$ cat config.mk
export PLATFORM = sky130hd
export DESIGN_NAME = olf_layer
export DESIGN_NICKNAME = d
export VERILOG_FILES = /design/src/core/olf_pkg.sv /design/src/core/olf_pixel_unpack.sv /design/src/core/olf_line_fetch.sv /design/src/core/olf_layer.sv
export SDC_FILE = /design/constraint.sdc
export NUM_CORES = 2
export LEC_CHECK = 0
export BUFFER_PORTS_ARGS = -buffer_cell sky130_fd_sc_hd__buf_2
export CELL_PAD_IN_SITES_DETAIL_PLACEMENT = 1
export CELL_PAD_IN_SITES_GLOBAL_PLACEMENT = 1
export CORE_UTILIZATION = 30
export CTS_CLUSTER_SIZE = 24
export DETAILED_ROUTE_END_ITERATION = 10
export PLACE_DENSITY = 0.53
export SYNTH_ARGS = -nofsm -noshare
export SYNTH_HDL_FRONTEND = slang
export SYNTH_SLANG_ARGS = --single-unit
export TNS_END_PERCENT = 10
$ cat constraint.sdc
create_clock -name clk -period 27.7 [get_ports clk]
set_input_delay 1.385 -clock clk [delete_from_list [all_inputs] [get_ports clk]]
set_output_delay 1.385 -clock clk [all_outputs]
set_load 0.05 [all_outputs]
$ cat src/core/olf_pkg.sv
package olf_pkg;
   // register offsets (byte addresses)
   localparam logic [7:0] OLF_CFG_OFS = 8'h1c;
   localparam logic [7:0] OLF_TL_OFS = 8'h20;
   localparam logic [7:0] OLF_BR_OFS = 8'h24;
   localparam logic [7:0] OLF_KEY_OFS = 8'h28;
   localparam logic [7:0] OLF_SRC_OFS = 8'h2c;
   localparam logic [7:0] OLF_FILL_OFS = 8'h30;
   localparam logic [7:0] OLF_DECOMP_OFS = 8'h34;
   localparam logic [7:0] OLF_STAT_OFS = 8'h44;
   // layer config fields
   localparam int OLF_VFLIP_BIT = 30;
   localparam int OLF_BLEND_BIT = 29;
   localparam int OLF_ACTIVE_BIT = 28;
   localparam int OLF_SKIP_BIT = 27;
   localparam int OLF_PRELOAD_BIT = 26;
   localparam int OLF_PITCH_LSB = 13;
   localparam int OLF_KEY_EN_BIT = 12;
   localparam int OLF_OPACITY_LSB = 4;
   localparam int OLF_ALPHA_SEL_BIT = 3;
   localparam int OLF_FMT_LSB = 0;
   // position fields
   localparam int OLF_Y_LSB = 16;
   localparam int OLF_X_LSB = 0;
   // color key and fill fields
   localparam int OLF_KEY_MASK_LSB = 24;
   localparam int OLF_RED_LSB = 16;
   localparam int OLF_GREEN_LSB = 8;
   localparam int OLF_BLUE_LSB = 0;
   localparam int OLF_ORDER_BIT = 25;
   localparam int OLF_FILL_MODE_BIT = 24;
   // decompression fields
   localparam int OLF_COLS_LSB = 13;
   localparam int OLF_HALFWORDS_LSB = 1;
   localparam int OLF_DECOMP_EN_BIT = 0;
   // writable bit masks; other bits read as zero
   localparam logic [31:0] OLF_CFG_MASK = 32'h7fff_ffff;
   localparam logic [31:0] OLF_POS_MASK = 32'h07ff_07ff;
   localparam logic [31:0] OLF_FILL_MASK = 32'h03ff_ffff;
   localparam logic [31:0] OLF_DECOMP_MASK = 32'h00ff_ffff;
   localparam logic [31:0] OLF_REG_RESET = 32'h0000_0000;
   // fetch and pixel constants
   localparam logic [15:0] OLF_PRELOAD_BYTES = 16'h0040;
   localparam logic [15:0] OLF_DECOMP_BYTES_PER_HW = 16'h0006;
   localparam logic [7:0] OLF_OPAQUE = 8'hff;

   typedef enum logic [2:0] {
      OLF_FMT_RGB565 = 3'h0,
      OLF_FMT_RGB888 = 3'h1,
      OLF_FMT_ARGB8888 = 3'h2,
      OLF_FMT_ARGB8565 = 3'h3,
      OLF_FMT_RGB332 = 3'h4,
      OLF_FMT_A8 = 3'h5,
      OLF_FMT_L8 = 3'h6,
      OLF_FMT_RSVD = 3'h7
   } olf_fmt_t;

   typedef enum logic [0:0] {
      OLF_FETCH_IDLE = 1'b0,
      OLF_FETCH_REQ = 1'b1
   } olf_fetch_state_t;

   // bytes per pixel of each format, zero for the reserved code
   function automatic logic [2:0] olf_bytes_per_pixel(input logic [2:0] fmt);
      unique case (fmt)
         OLF_FMT_RGB565: olf_bytes_per_pixel = 3'h2;
         OLF_FMT_RGB888: olf_bytes_per_pixel = 3'h3;
         OLF_FMT_ARGB8888: olf_bytes_per_pixel = 3'h4;
         OLF_FMT_ARGB8565: olf_bytes_per_pixel = 3'h3;
         OLF_FMT_RGB332: olf_bytes_per_pixel = 3'h1;
         OLF_FMT_A8: olf_bytes_per_pixel = 3'h1;
         OLF_FMT_L8: olf_bytes_per_pixel = 3'h1;
         default: olf_bytes_per_pixel = 3'h0;
      endcase
   endfunction

   // inclusive span of two 11-bit coordinates
   function automatic logic [11:0] olf_span(input logic [10:0] lo,
                                            input logic [10:0] hi);
      olf_span = (hi >= lo) ? ({1'b0, hi} - {1'b0, lo} + 12'h001) : 12'h000;
   endfunction
endpackage

$ cat src/core/olf_pixel_unpack.sv
`timescale 1ns/1ns
module olf_pixel_unpack
   import olf_pkg::*;
(
   input wire logic [31:0] word,
   input wire logic [2:0] fmt,
   input wire logic swap_order,
   output logic [7:0] red,
   output logic [7:0] green,
   output logic [7:0] blue,
   output logic [7:0] alpha,
   output logic known
);
   logic [4:0] r5;
   logic [5:0] g6;
   logic [4:0] b5;

   always_comb
   begin
      // 565 field order selected by the byte order bit
      if (swap_order)
      begin
         g6 = {word[2:0], word[15:13]};
         r5 = word[12:8];
         b5 = word[7:3];
      end
      else
      begin
         r5 = word[15:11];
         g6 = word[10:5];
         b5 = word[4:0];
      end
   end

   always_comb
   begin
      red = 8'h00;
      green = 8'h00;
      blue = 8'h00;
      alpha = OLF_OPAQUE;
      known = 1'b1;
      unique case (olf_fmt_t'(fmt))
         OLF_FMT_RGB565, OLF_FMT_ARGB8565:
         begin
            red = {r5, r5[4:2]};
            green = {g6, g6[5:4]};
            blue = {b5, b5[4:2]};
            if (fmt == OLF_FMT_ARGB8565)
            begin
               alpha = word[23:16];
            end
         end
         OLF_FMT_RGB888, OLF_FMT_ARGB8888:
         begin
            red = word[23:16];
            green = word[15:8];
            blue = word[7:0];
            if (fmt == OLF_FMT_ARGB8888)
            begin
               alpha = word[31:24];
            end
         end
         OLF_FMT_RGB332:
         begin
            red = {word[7:5], word[7:5], word[7:6]};
            green = {word[4:2], word[4:2], word[4:3]};
            blue = {word[1:0], word[1:0], word[1:0], word[1:0]};
         end
         OLF_FMT_A8:
         begin
            alpha = word[7:0];
         end
         OLF_FMT_L8:
         begin
            red = word[7:0];
            green = word[7:0];
            blue = word[7:0];
         end
         OLF_FMT_RSVD:
         begin
            known = 1'b0;
         end
      endcase
   end
endmodule

$ cat src/core/olf_line_fetch.sv
`timescale 1ns/1ns
module olf_line_fetch
   import olf_pkg::*;
(
   input wire logic clk,
   input wire logic rst,
   input wire logic start,
   input wire logic [31:0] src_addr,
   input wire logic [12:0] pitch,
   input wire logic skip_two,
   input wire logic vflip,
   input wire logic [11:0] lines,
   input wire logic [15:0] line_len,
   input wire logic mem_ack,
   output logic mem_req,
   output logic [31:0] mem_addr,
   output logic [15:0] mem_len,
   output logic busy,
   output logic [11:0] lines_done
);
   olf_fetch_state_t state_q, state_d;
   logic [31:0] addr_q, addr_d;
   logic [11:0] done_q, done_d;
   logic [13:0] stride;
   logic [31:0] last_ofs;

   // one or two source lines per output line pitch
   assign stride = skip_two ? {pitch, 1'b0} : {1'b0, pitch};
   assign last_ofs = 32'(({20'h0, lines} - 32'h1) * {18'h0, stride});

   always_comb
   begin
      state_d = state_q;
      addr_d = addr_q;
      done_d = done_q;
      unique case (state_q)
         OLF_FETCH_IDLE:
         begin
            if (start && lines != 12'h000)
            begin
               state_d = OLF_FETCH_REQ;
               done_d = 12'h000;
               // reversed line order starts at the last line
               addr_d = vflip ? src_addr + last_ofs : src_addr;
            end
         end
         OLF_FETCH_REQ:
         begin
            if (mem_ack)
            begin
               done_d = done_q + 12'h001;
               addr_d = vflip ? addr_q - {18'h0, stride}
                              : addr_q + {18'h0, stride};
               if (done_q + 12'h001 >= lines)
               begin
                  state_d = OLF_FETCH_IDLE;
               end
            end
         end
      endcase
   end

   always_ff @(posedge clk)
   begin
      if (rst)
      begin
         state_q <= OLF_FETCH_IDLE;
         addr_q <= 32'h0000_0000;
         done_q <= 12'h000;
      end
      else
      begin
         state_q <= state_d;
         addr_q <= addr_d;
         done_q <= done_d;
      end
   end

   always_ff @(posedge clk)
   begin
      if (rst)
      begin
         mem_len <= 16'h0000;
      end
      else if (state_q == OLF_FETCH_IDLE)
      begin
         mem_len <= line_len;
      end
   end

   assign mem_req = (state_q == OLF_FETCH_REQ);
   assign busy = (state_q == OLF_FETCH_REQ);
   assign mem_addr = addr_q;
   assign lines_done = done_q;
endmodule

$ cat src/core/olf_layer.sv
`timescale 1ns/1ns
// Behaviour
// - line skip bit 0 steps one source line, 1 steps two lines
// - preload enable adds 64 extra bytes to each line read
// - 13-bit byte pitch including padding separates source lines
// - color key enable applies masked red, green, blue key filter
// - opacity select 0 takes image alpha, or the blend product when blend multiply is set; 1 takes programmed opacity
// - format codes 0..6 decoded; code 7 reserved
// - byte order bit picks 565 field order
// - per-channel size counts halfwords; line reads six bytes per unit
// - vertical flip fetches lines in reversed order
// - blend multiply makes alpha the upper byte of opacity times image alpha, only when opacity select is 0
module olf_layer
   import olf_pkg::*;
(
   input wire logic clk,
   input wire logic rst,
   input wire logic [7:0] reg_addr,
   input wire logic [31:0] reg_wdata,
   input wire logic reg_wr,
   input wire logic reg_rd,
   output logic [31:0] reg_rdata,
   input wire logic frame_start,
   output logic mem_req,
   output logic [31:0] mem_addr,
   output logic [15:0] mem_len,
   input wire logic mem_ack,
   input wire logic pix_valid,
   input wire logic [31:0] pix_word,
   input wire logic [10:0] pix_x,
   input wire logic [10:0] pix_y,
   output logic out_valid,
   output logic [7:0] out_red,
   output logic [7:0] out_green,
   output logic [7:0] out_blue,
   output logic [7:0] out_alpha
);
   logic [31:0] cfg_q, cfg_d;
   logic [31:0] tl_q, tl_d;
   logic [31:0] br_q, br_d;
   logic [31:0] key_q, key_d;
   logic [31:0] src_q, src_d;
   logic [31:0] fill_q, fill_d;
   logic [31:0] decomp_q, decomp_d;
   logic [31:0] rdata_q, rdata_d;
   logic [31:0] status;
   logic fetch_busy;
   logic [11:0] lines_done;

   // register file writes
   always_comb
   begin
      cfg_d = cfg_q;
      tl_d = tl_q;
      br_d = br_q;
      key_d = key_q;
      src_d = src_q;
      fill_d = fill_q;
      decomp_d = decomp_q;
      if (reg_wr)
      begin
         unique case (reg_addr)
            OLF_CFG_OFS: cfg_d = reg_wdata & OLF_CFG_MASK;
            OLF_TL_OFS: tl_d = reg_wdata & OLF_POS_MASK;
            OLF_BR_OFS: br_d = reg_wdata & OLF_POS_MASK;
            OLF_KEY_OFS: key_d = reg_wdata;
            OLF_SRC_OFS: src_d = reg_wdata;
            OLF_FILL_OFS: fill_d = reg_wdata & OLF_FILL_MASK;
            OLF_DECOMP_OFS: decomp_d = reg_wdata & OLF_DECOMP_MASK;
            default:
            begin
            end
         endcase
      end
   end

   assign status = {4'h0, lines_done, 15'h0000, fetch_busy};

   // read data one cycle after the strobe, zero when unmapped
   always_comb
   begin
      rdata_d = 32'h0000_0000;
      if (reg_rd)
      begin
         unique case (reg_addr)
            OLF_CFG_OFS: rdata_d = cfg_q;
            OLF_TL_OFS: rdata_d = tl_q;
            OLF_BR_OFS: rdata_d = br_q;
            OLF_KEY_OFS: rdata_d = key_q;
            OLF_SRC_OFS: rdata_d = src_q;
            OLF_FILL_OFS: rdata_d = fill_q;
            OLF_DECOMP_OFS: rdata_d = decomp_q;
            OLF_STAT_OFS: rdata_d = status;
            default: rdata_d = 32'h0000_0000;
         endcase
      end
   end

   always_ff @(posedge clk)
   begin
      if (rst)
      begin
         cfg_q <= OLF_REG_RESET;
         tl_q <= OLF_REG_RESET;
         br_q <= OLF_REG_RESET;
         key_q <= OLF_REG_RESET;
         src_q <= OLF_REG_RESET;
         fill_q <= OLF_REG_RESET;
         decomp_q <= OLF_REG_RESET;
         rdata_q <= OLF_REG_RESET;
      end
      else
      begin
         cfg_q <= cfg_d;
         tl_q <= tl_d;
         br_q <= br_d;
         key_q <= key_d;
         src_q <= src_d;
         fill_q <= fill_d;
         decomp_q <= decomp_d;
         rdata_q <= rdata_d;
      end
   end

   assign reg_rdata = rdata_q;

   // config fields
   logic [2:0] fmt;
   logic alpha_sel;
   logic [7:0] opacity;
   logic key_en;
   logic [12:0] pitch;
   logic preload;
   logic skip_two;
   logic blend_mul;
   logic vflip;
   logic active;
   logic [10:0] left_x;
   logic [10:0] top_y;
   logic [10:0] right_x;
   logic [10:0] bottom_y;
   logic [7:0] key_mask;
   logic [7:0] key_red;
   logic [7:0] key_green;
   logic [7:0] key_blue;
   logic swap_order;
   logic decomp_en;
   logic [11:0] halfwords;

   assign fmt = cfg_q[OLF_FMT_LSB +: 3];
   assign alpha_sel = cfg_q[OLF_ALPHA_SEL_BIT];
   assign opacity = cfg_q[OLF_OPACITY_LSB +: 8];
   assign key_en = cfg_q[OLF_KEY_EN_BIT];
   assign pitch = cfg_q[OLF_PITCH_LSB +: 13];
   assign preload = cfg_q[OLF_PRELOAD_BIT];
   assign skip_two = cfg_q[OLF_SKIP_BIT];
   assign active = cfg_q[OLF_ACTIVE_BIT];
   assign blend_mul = cfg_q[OLF_BLEND_BIT];
   assign vflip = cfg_q[OLF_VFLIP_BIT];
   assign left_x = tl_q[OLF_X_LSB +: 11];
   assign top_y = tl_q[OLF_Y_LSB +: 11];
   assign right_x = br_q[OLF_X_LSB +: 11];
   assign bottom_y = br_q[OLF_Y_LSB +: 11];
   assign key_mask = key_q[OLF_KEY_MASK_LSB +: 8];
   assign key_red = key_q[OLF_RED_LSB +: 8];
   assign key_green = key_q[OLF_GREEN_LSB +: 8];
   assign key_blue = key_q[OLF_BLUE_LSB +: 8];
   assign swap_order = fill_q[OLF_ORDER_BIT];
   assign decomp_en = decomp_q[OLF_DECOMP_EN_BIT];
   assign halfwords = decomp_q[OLF_HALFWORDS_LSB +: 12];

   // bytes read for one source line
   logic [11:0] width_px;
   logic [11:0] height_px;
   logic [15:0] raw_len;
   logic [15:0] line_len;

   assign width_px = olf_span(left_x, right_x);
   assign height_px = olf_span(top_y, bottom_y);

   always_comb
   begin
      if (decomp_en)
      begin
         raw_len = 16'({4'h0, halfwords} * OLF_DECOMP_BYTES_PER_HW);
      end
      else
      begin
         raw_len = 16'({4'h0, width_px} * {13'h0, olf_bytes_per_pixel(fmt)});
      end
      line_len = preload ? raw_len + OLF_PRELOAD_BYTES : raw_len;
   end

   olf_line_fetch u_fetch (
      .clk(clk),
      .rst(rst),
      .start(frame_start & active),
      .src_addr(src_q),
      .pitch(pitch),
      .skip_two(skip_two),
      .vflip(vflip),
      .lines(height_px),
      .line_len(line_len),
      .mem_ack(mem_ack),
      .mem_req(mem_req),
      .mem_addr(mem_addr),
      .mem_len(mem_len),
      .busy(fetch_busy),
      .lines_done(lines_done)
   );

   // pixel path
   logic [7:0] img_red;
   logic [7:0] img_green;
   logic [7:0] img_blue;
   logic [7:0] img_alpha;
   logic fmt_known;

   olf_pixel_unpack u_unpack (
      .word(pix_word),
      .fmt(fmt),
      .swap_order(swap_order),
      .red(img_red),
      .green(img_green),
      .blue(img_blue),
      .alpha(img_alpha),
      .known(fmt_known)
   );

   logic in_rect;
   logic key_hit;
   logic [15:0] alpha_prod;
   logic [7:0] alpha_sel_val;
   logic valid_d;
   logic [7:0] red_d;
   logic [7:0] green_d;
   logic [7:0] blue_d;
   logic [7:0] alpha_d;
   logic valid_q;
   logic [7:0] red_q;
   logic [7:0] green_q;
   logic [7:0] blue_q;
   logic [7:0] alpha_q;

   always_comb
   begin
      in_rect = pix_x >= left_x && pix_x <= right_x &&
                pix_y >= top_y && pix_y <= bottom_y;
      key_hit = key_en &&
                (img_red & key_mask) == (key_red & key_mask) &&
                (img_green & key_mask) == (key_green & key_mask) &&
                (img_blue & key_mask) == (key_blue & key_mask);
      alpha_prod = {8'h00, opacity} * {8'h00, img_alpha};
      if (alpha_sel)
      begin
         alpha_sel_val = opacity;
      end
      else if (blend_mul)
      begin
         alpha_sel_val = alpha_prod[15:8];
      end
      else
      begin
         alpha_sel_val = img_alpha;
      end
      valid_d = pix_valid && active && in_rect && fmt_known;
      red_d = img_red;
      green_d = img_green;
      blue_d = img_blue;
      alpha_d = key_hit ? 8'h00 : alpha_sel_val;
   end

   always_ff @(posedge clk)
   begin
      if (rst)
      begin
         valid_q <= 1'b0;
         red_q <= 8'h00;
         green_q <= 8'h00;
         blue_q <= 8'h00;
         alpha_q <= 8'h00;
      end
      else
      begin
         valid_q <= valid_d;
         red_q <= red_d;
         green_q <= green_d;
         blue_q <= blue_d;
         alpha_q <= alpha_d;
      end
   end

   assign out_valid = valid_q;
   assign out_red = red_q;
   assign out_green = green_q;
   assign out_blue = blue_q;
   assign out_alpha = alpha_q;
endmodule

==> metrics <==
outcome=finished, final reports clean; met1 wire length=62400 um; CP Class=reg -> reg; Residual DRC=0; CP arrival=11.55 ns; CTS hold repair buffers=0; Post-Layout Inst Area=35200 sq um; Synthesis Warnings=0; Routed wire per std cell=24.5 um; RSZ-0062 raised after global routing=no; Pre-antenna DRT Iters=5; antenna violations before repair=8; crit share post-route=0.396; Main synth FF type=dfxtp_1; met2 routed wirelength=61700 um; Area contributors post-synth=dfxtp_1, fa_1, ha_1; Setup-failing EPs final=0; Clk Latency, worst-skew pair=0.64 ns; largest net degree at the start of global routing=153; PortBufs=214; synthesized flop and latch total=315; Adder-Cell Fraction of Synth Area=0.301; Post-Syn Area=31200 sq um; Period minus WS final=10.96 ns; slowest cell delay on critical path=0.68 ns; total wire length=133000 um; DR vias/cell=5.20; final clock skew=0.0440 ns; Post-synth EDFFs=0; HP Class=reg -> reg; Post-CTS Setup Inserts=0; compound-gate portion of the synthesized area=0.175; CP most frequent cell=fa_1; R2R Setup Slk=16.74 ns; final hold vios=0; Nets=4681; Peak VDD IR=0.0425 mV; Synth Area in Simple Gates=0.181; Sink Count=315; R2R cell count=35; crit path from=tl_q[18]; Tot GR Track Use=0.249; HPWL after DPL=105000 um; crit end category=register; Worst path slowest cell=nor2b_1; Unique masters post-synth=79; Detail Route Antenna Nets=0; Lkg Pwr=15.1 nW; setup TNS=0 ns; XOR/XNOR share of the synthesized area=0.0440; register area share after synthesis=0.202; Worst Setup EP=u_fetch.mem_addr[29]; Chip Height=325 um; DR iter-0 viols=1741; largest family of logic cells by synthesized area=adder cells; Syn-to-layout area delta=12.6%; clk buf depth=3; vias in the first global route=29200; DP Area=33700 sq um; met3 WL=6400 um; Rel. slew slack=0.192; async set-reset flop share out of synthesis=0; CP required=28.29 ns; die width=325 um; FMAX=0.0912 GHz; Initial Util=0.305; cts repair resizes=0; Least-Margin Pin Slew=1.21 ns; Pwr per Cell Area=32.3 nW/um^2; total grt overflow=0; TritonCTS buffer count=44; vias=28100; IO Count=215; GPL Wtd Cong=0.890; Crit Path Max Fanout=20; Std-Cell Rows=117; R2R Path Start=tl_q[18]; area leader, netlist=dfxtp_1; reg-to-reg endpoint=u_fetch.mem_addr[29]; first-pass GRT wire length=197000 um; multiplexer share of the synthesized area=0.0192; die area=105000 sq um; Yosys top cell area share=0.202; clk root buf=clkbuf_16; syn nets=4560; H-tree depth=2; layout cells sized above 1=0.0952; Reg clk slew, reported paths=0.06 ns; core area=102000 sq um; Max Cap Viol=0; Top Metal Used=met5; startpoint types=register; cells after synthesis=3891; max-slew violation count=0; Syn Area/Cell=8.02 sq um; TritonCTS clock tree=yes
placed cells by master, fill, tap and decap left out, types with 67 or more instances in the layout:
cell type and count:
buf_2 213, xnor2_1 98, a21oi_1 363, fa_1 307
ha_1 261, a22oi_1 67, nand2_1 686, o21ai_0 98
nor2_1 273, dfxtp_1 312, inv_1 442
power breakdown:
part | internal, mW | switching, mW
Clock | 0.324 | 0.250
Combinational | 0.0312 | 0.0748
Sequential | 0.456 | 0.00138
area by class of cell:
| cell class | count | area [sq um] |
|---|---|---|
| clock inverters | 16 | 183 |
| clock buffers | 63 | 1230 |
| flip-flops and latches | 315 | 6310 |
| diodes | 2 | 5.00 |
| inverters | 444 | 1670 |
| multi-input cells | 2941 | 22600 |
| fillers | 12400 | 67300 |
| well taps | 1368 | 1710 |
| repair buffers | 266 | 1480 |
per-stage QoR:
| stage | power, mW | setup slack (ns) | std cells | hold WS [ns] | util |
|---|---|---|---|---|---|
| floorplan | 0.525 | 17.90 | 3891 | 0.436 | - |
| global placement | 0.574 | 16.96 | 5334 | 0.443 | 0.329 |
| detailed placement | 0.574 | 16.76 | 5334 | 0.448 | 0.329 |
| CTS | 1.15 | 16.72 | 5413 | 0.456 | 0.343 |
| global route | 1.18 | 16.07 | 5413 | 0.473 | 0.343 |
| finish | 1.14 | 16.74 | 5415 | 0.458 | 0.343 |
critical path: cells and delay by family, from the launching register on:
kind | cells | cell delay [ns]
flops | 1 | 0.35
buf+inv | 6 | 1.08
simple gates | 5 | 1.61
xor+xnor | 1 | 0.17
compound gates | 14 | 3.67
fa+ha+maj | 9 | 3.99
flip-flops by register name (all words and copies together) (netlist names):
name                count
key_q                  32
reg_rdata              32
src_q                  32
u_fetch.mem_addr       32
cfg_q                  31
fill_q                 26
decomp_q               24
br_q                   22
tl_q                   22
u_fetch.mem_len        16
u_fetch.lines_done     12
out_alpha               8
out_blue                8
out_green               8
out_red                 8
out_valid               1
u_fetch.busy            1
layer usage:
metal | vias to the layer above | global-route usage
li1 | 13200 | -
met1 | 14300 | 0.347
met2 | 564 | 0.409
met3 | 101 | 0.0365
met4 | 2 | 0.0480
met5 | - | 0
worst min-delay path by stage:
stage | depth (start not counted) | startpoint | end | slack (ns)
6_report | 2 | fill_q[0] | fill_q[0] | 0.46
5_1_grt | 2 | fill_q[25] | fill_q[25] | 0.47
4_1_cts | 2 | fill_q[0] | fill_q[0] | 0.46
3_5_place_dp | 2 | u_fetch.mem_len[15] | u_fetch.mem_len[15] | 0.45
3_3_place_gp | 2 | fill_q[9] | fill_q[9] | 0.44
2_1_floorplan | 2 | fill_q[2] | fill_q[2] | 0.44
cell families after synthesis:
group	after synthesis
AND/OR/NAND/NOR	1295
AO/OA/AOI/OAI	862
buffers and inverters	635
adder cells (fa/ha/maj)	568
flip-flops	315
XOR/XNOR	157
multiplexers	59
synth_stat cells (all sizes together) (59+ instances only):
master / n
nand2: 688
inv: 442
a21oi: 364
dfxtp: 315
fa: 307
nor2: 276
ha: 261
clkbuf: 166
o21ai: 104
xnor2: 98
a22oi: 67
and2: 64
xor2: 59
(Power assumes the default switching activity.)
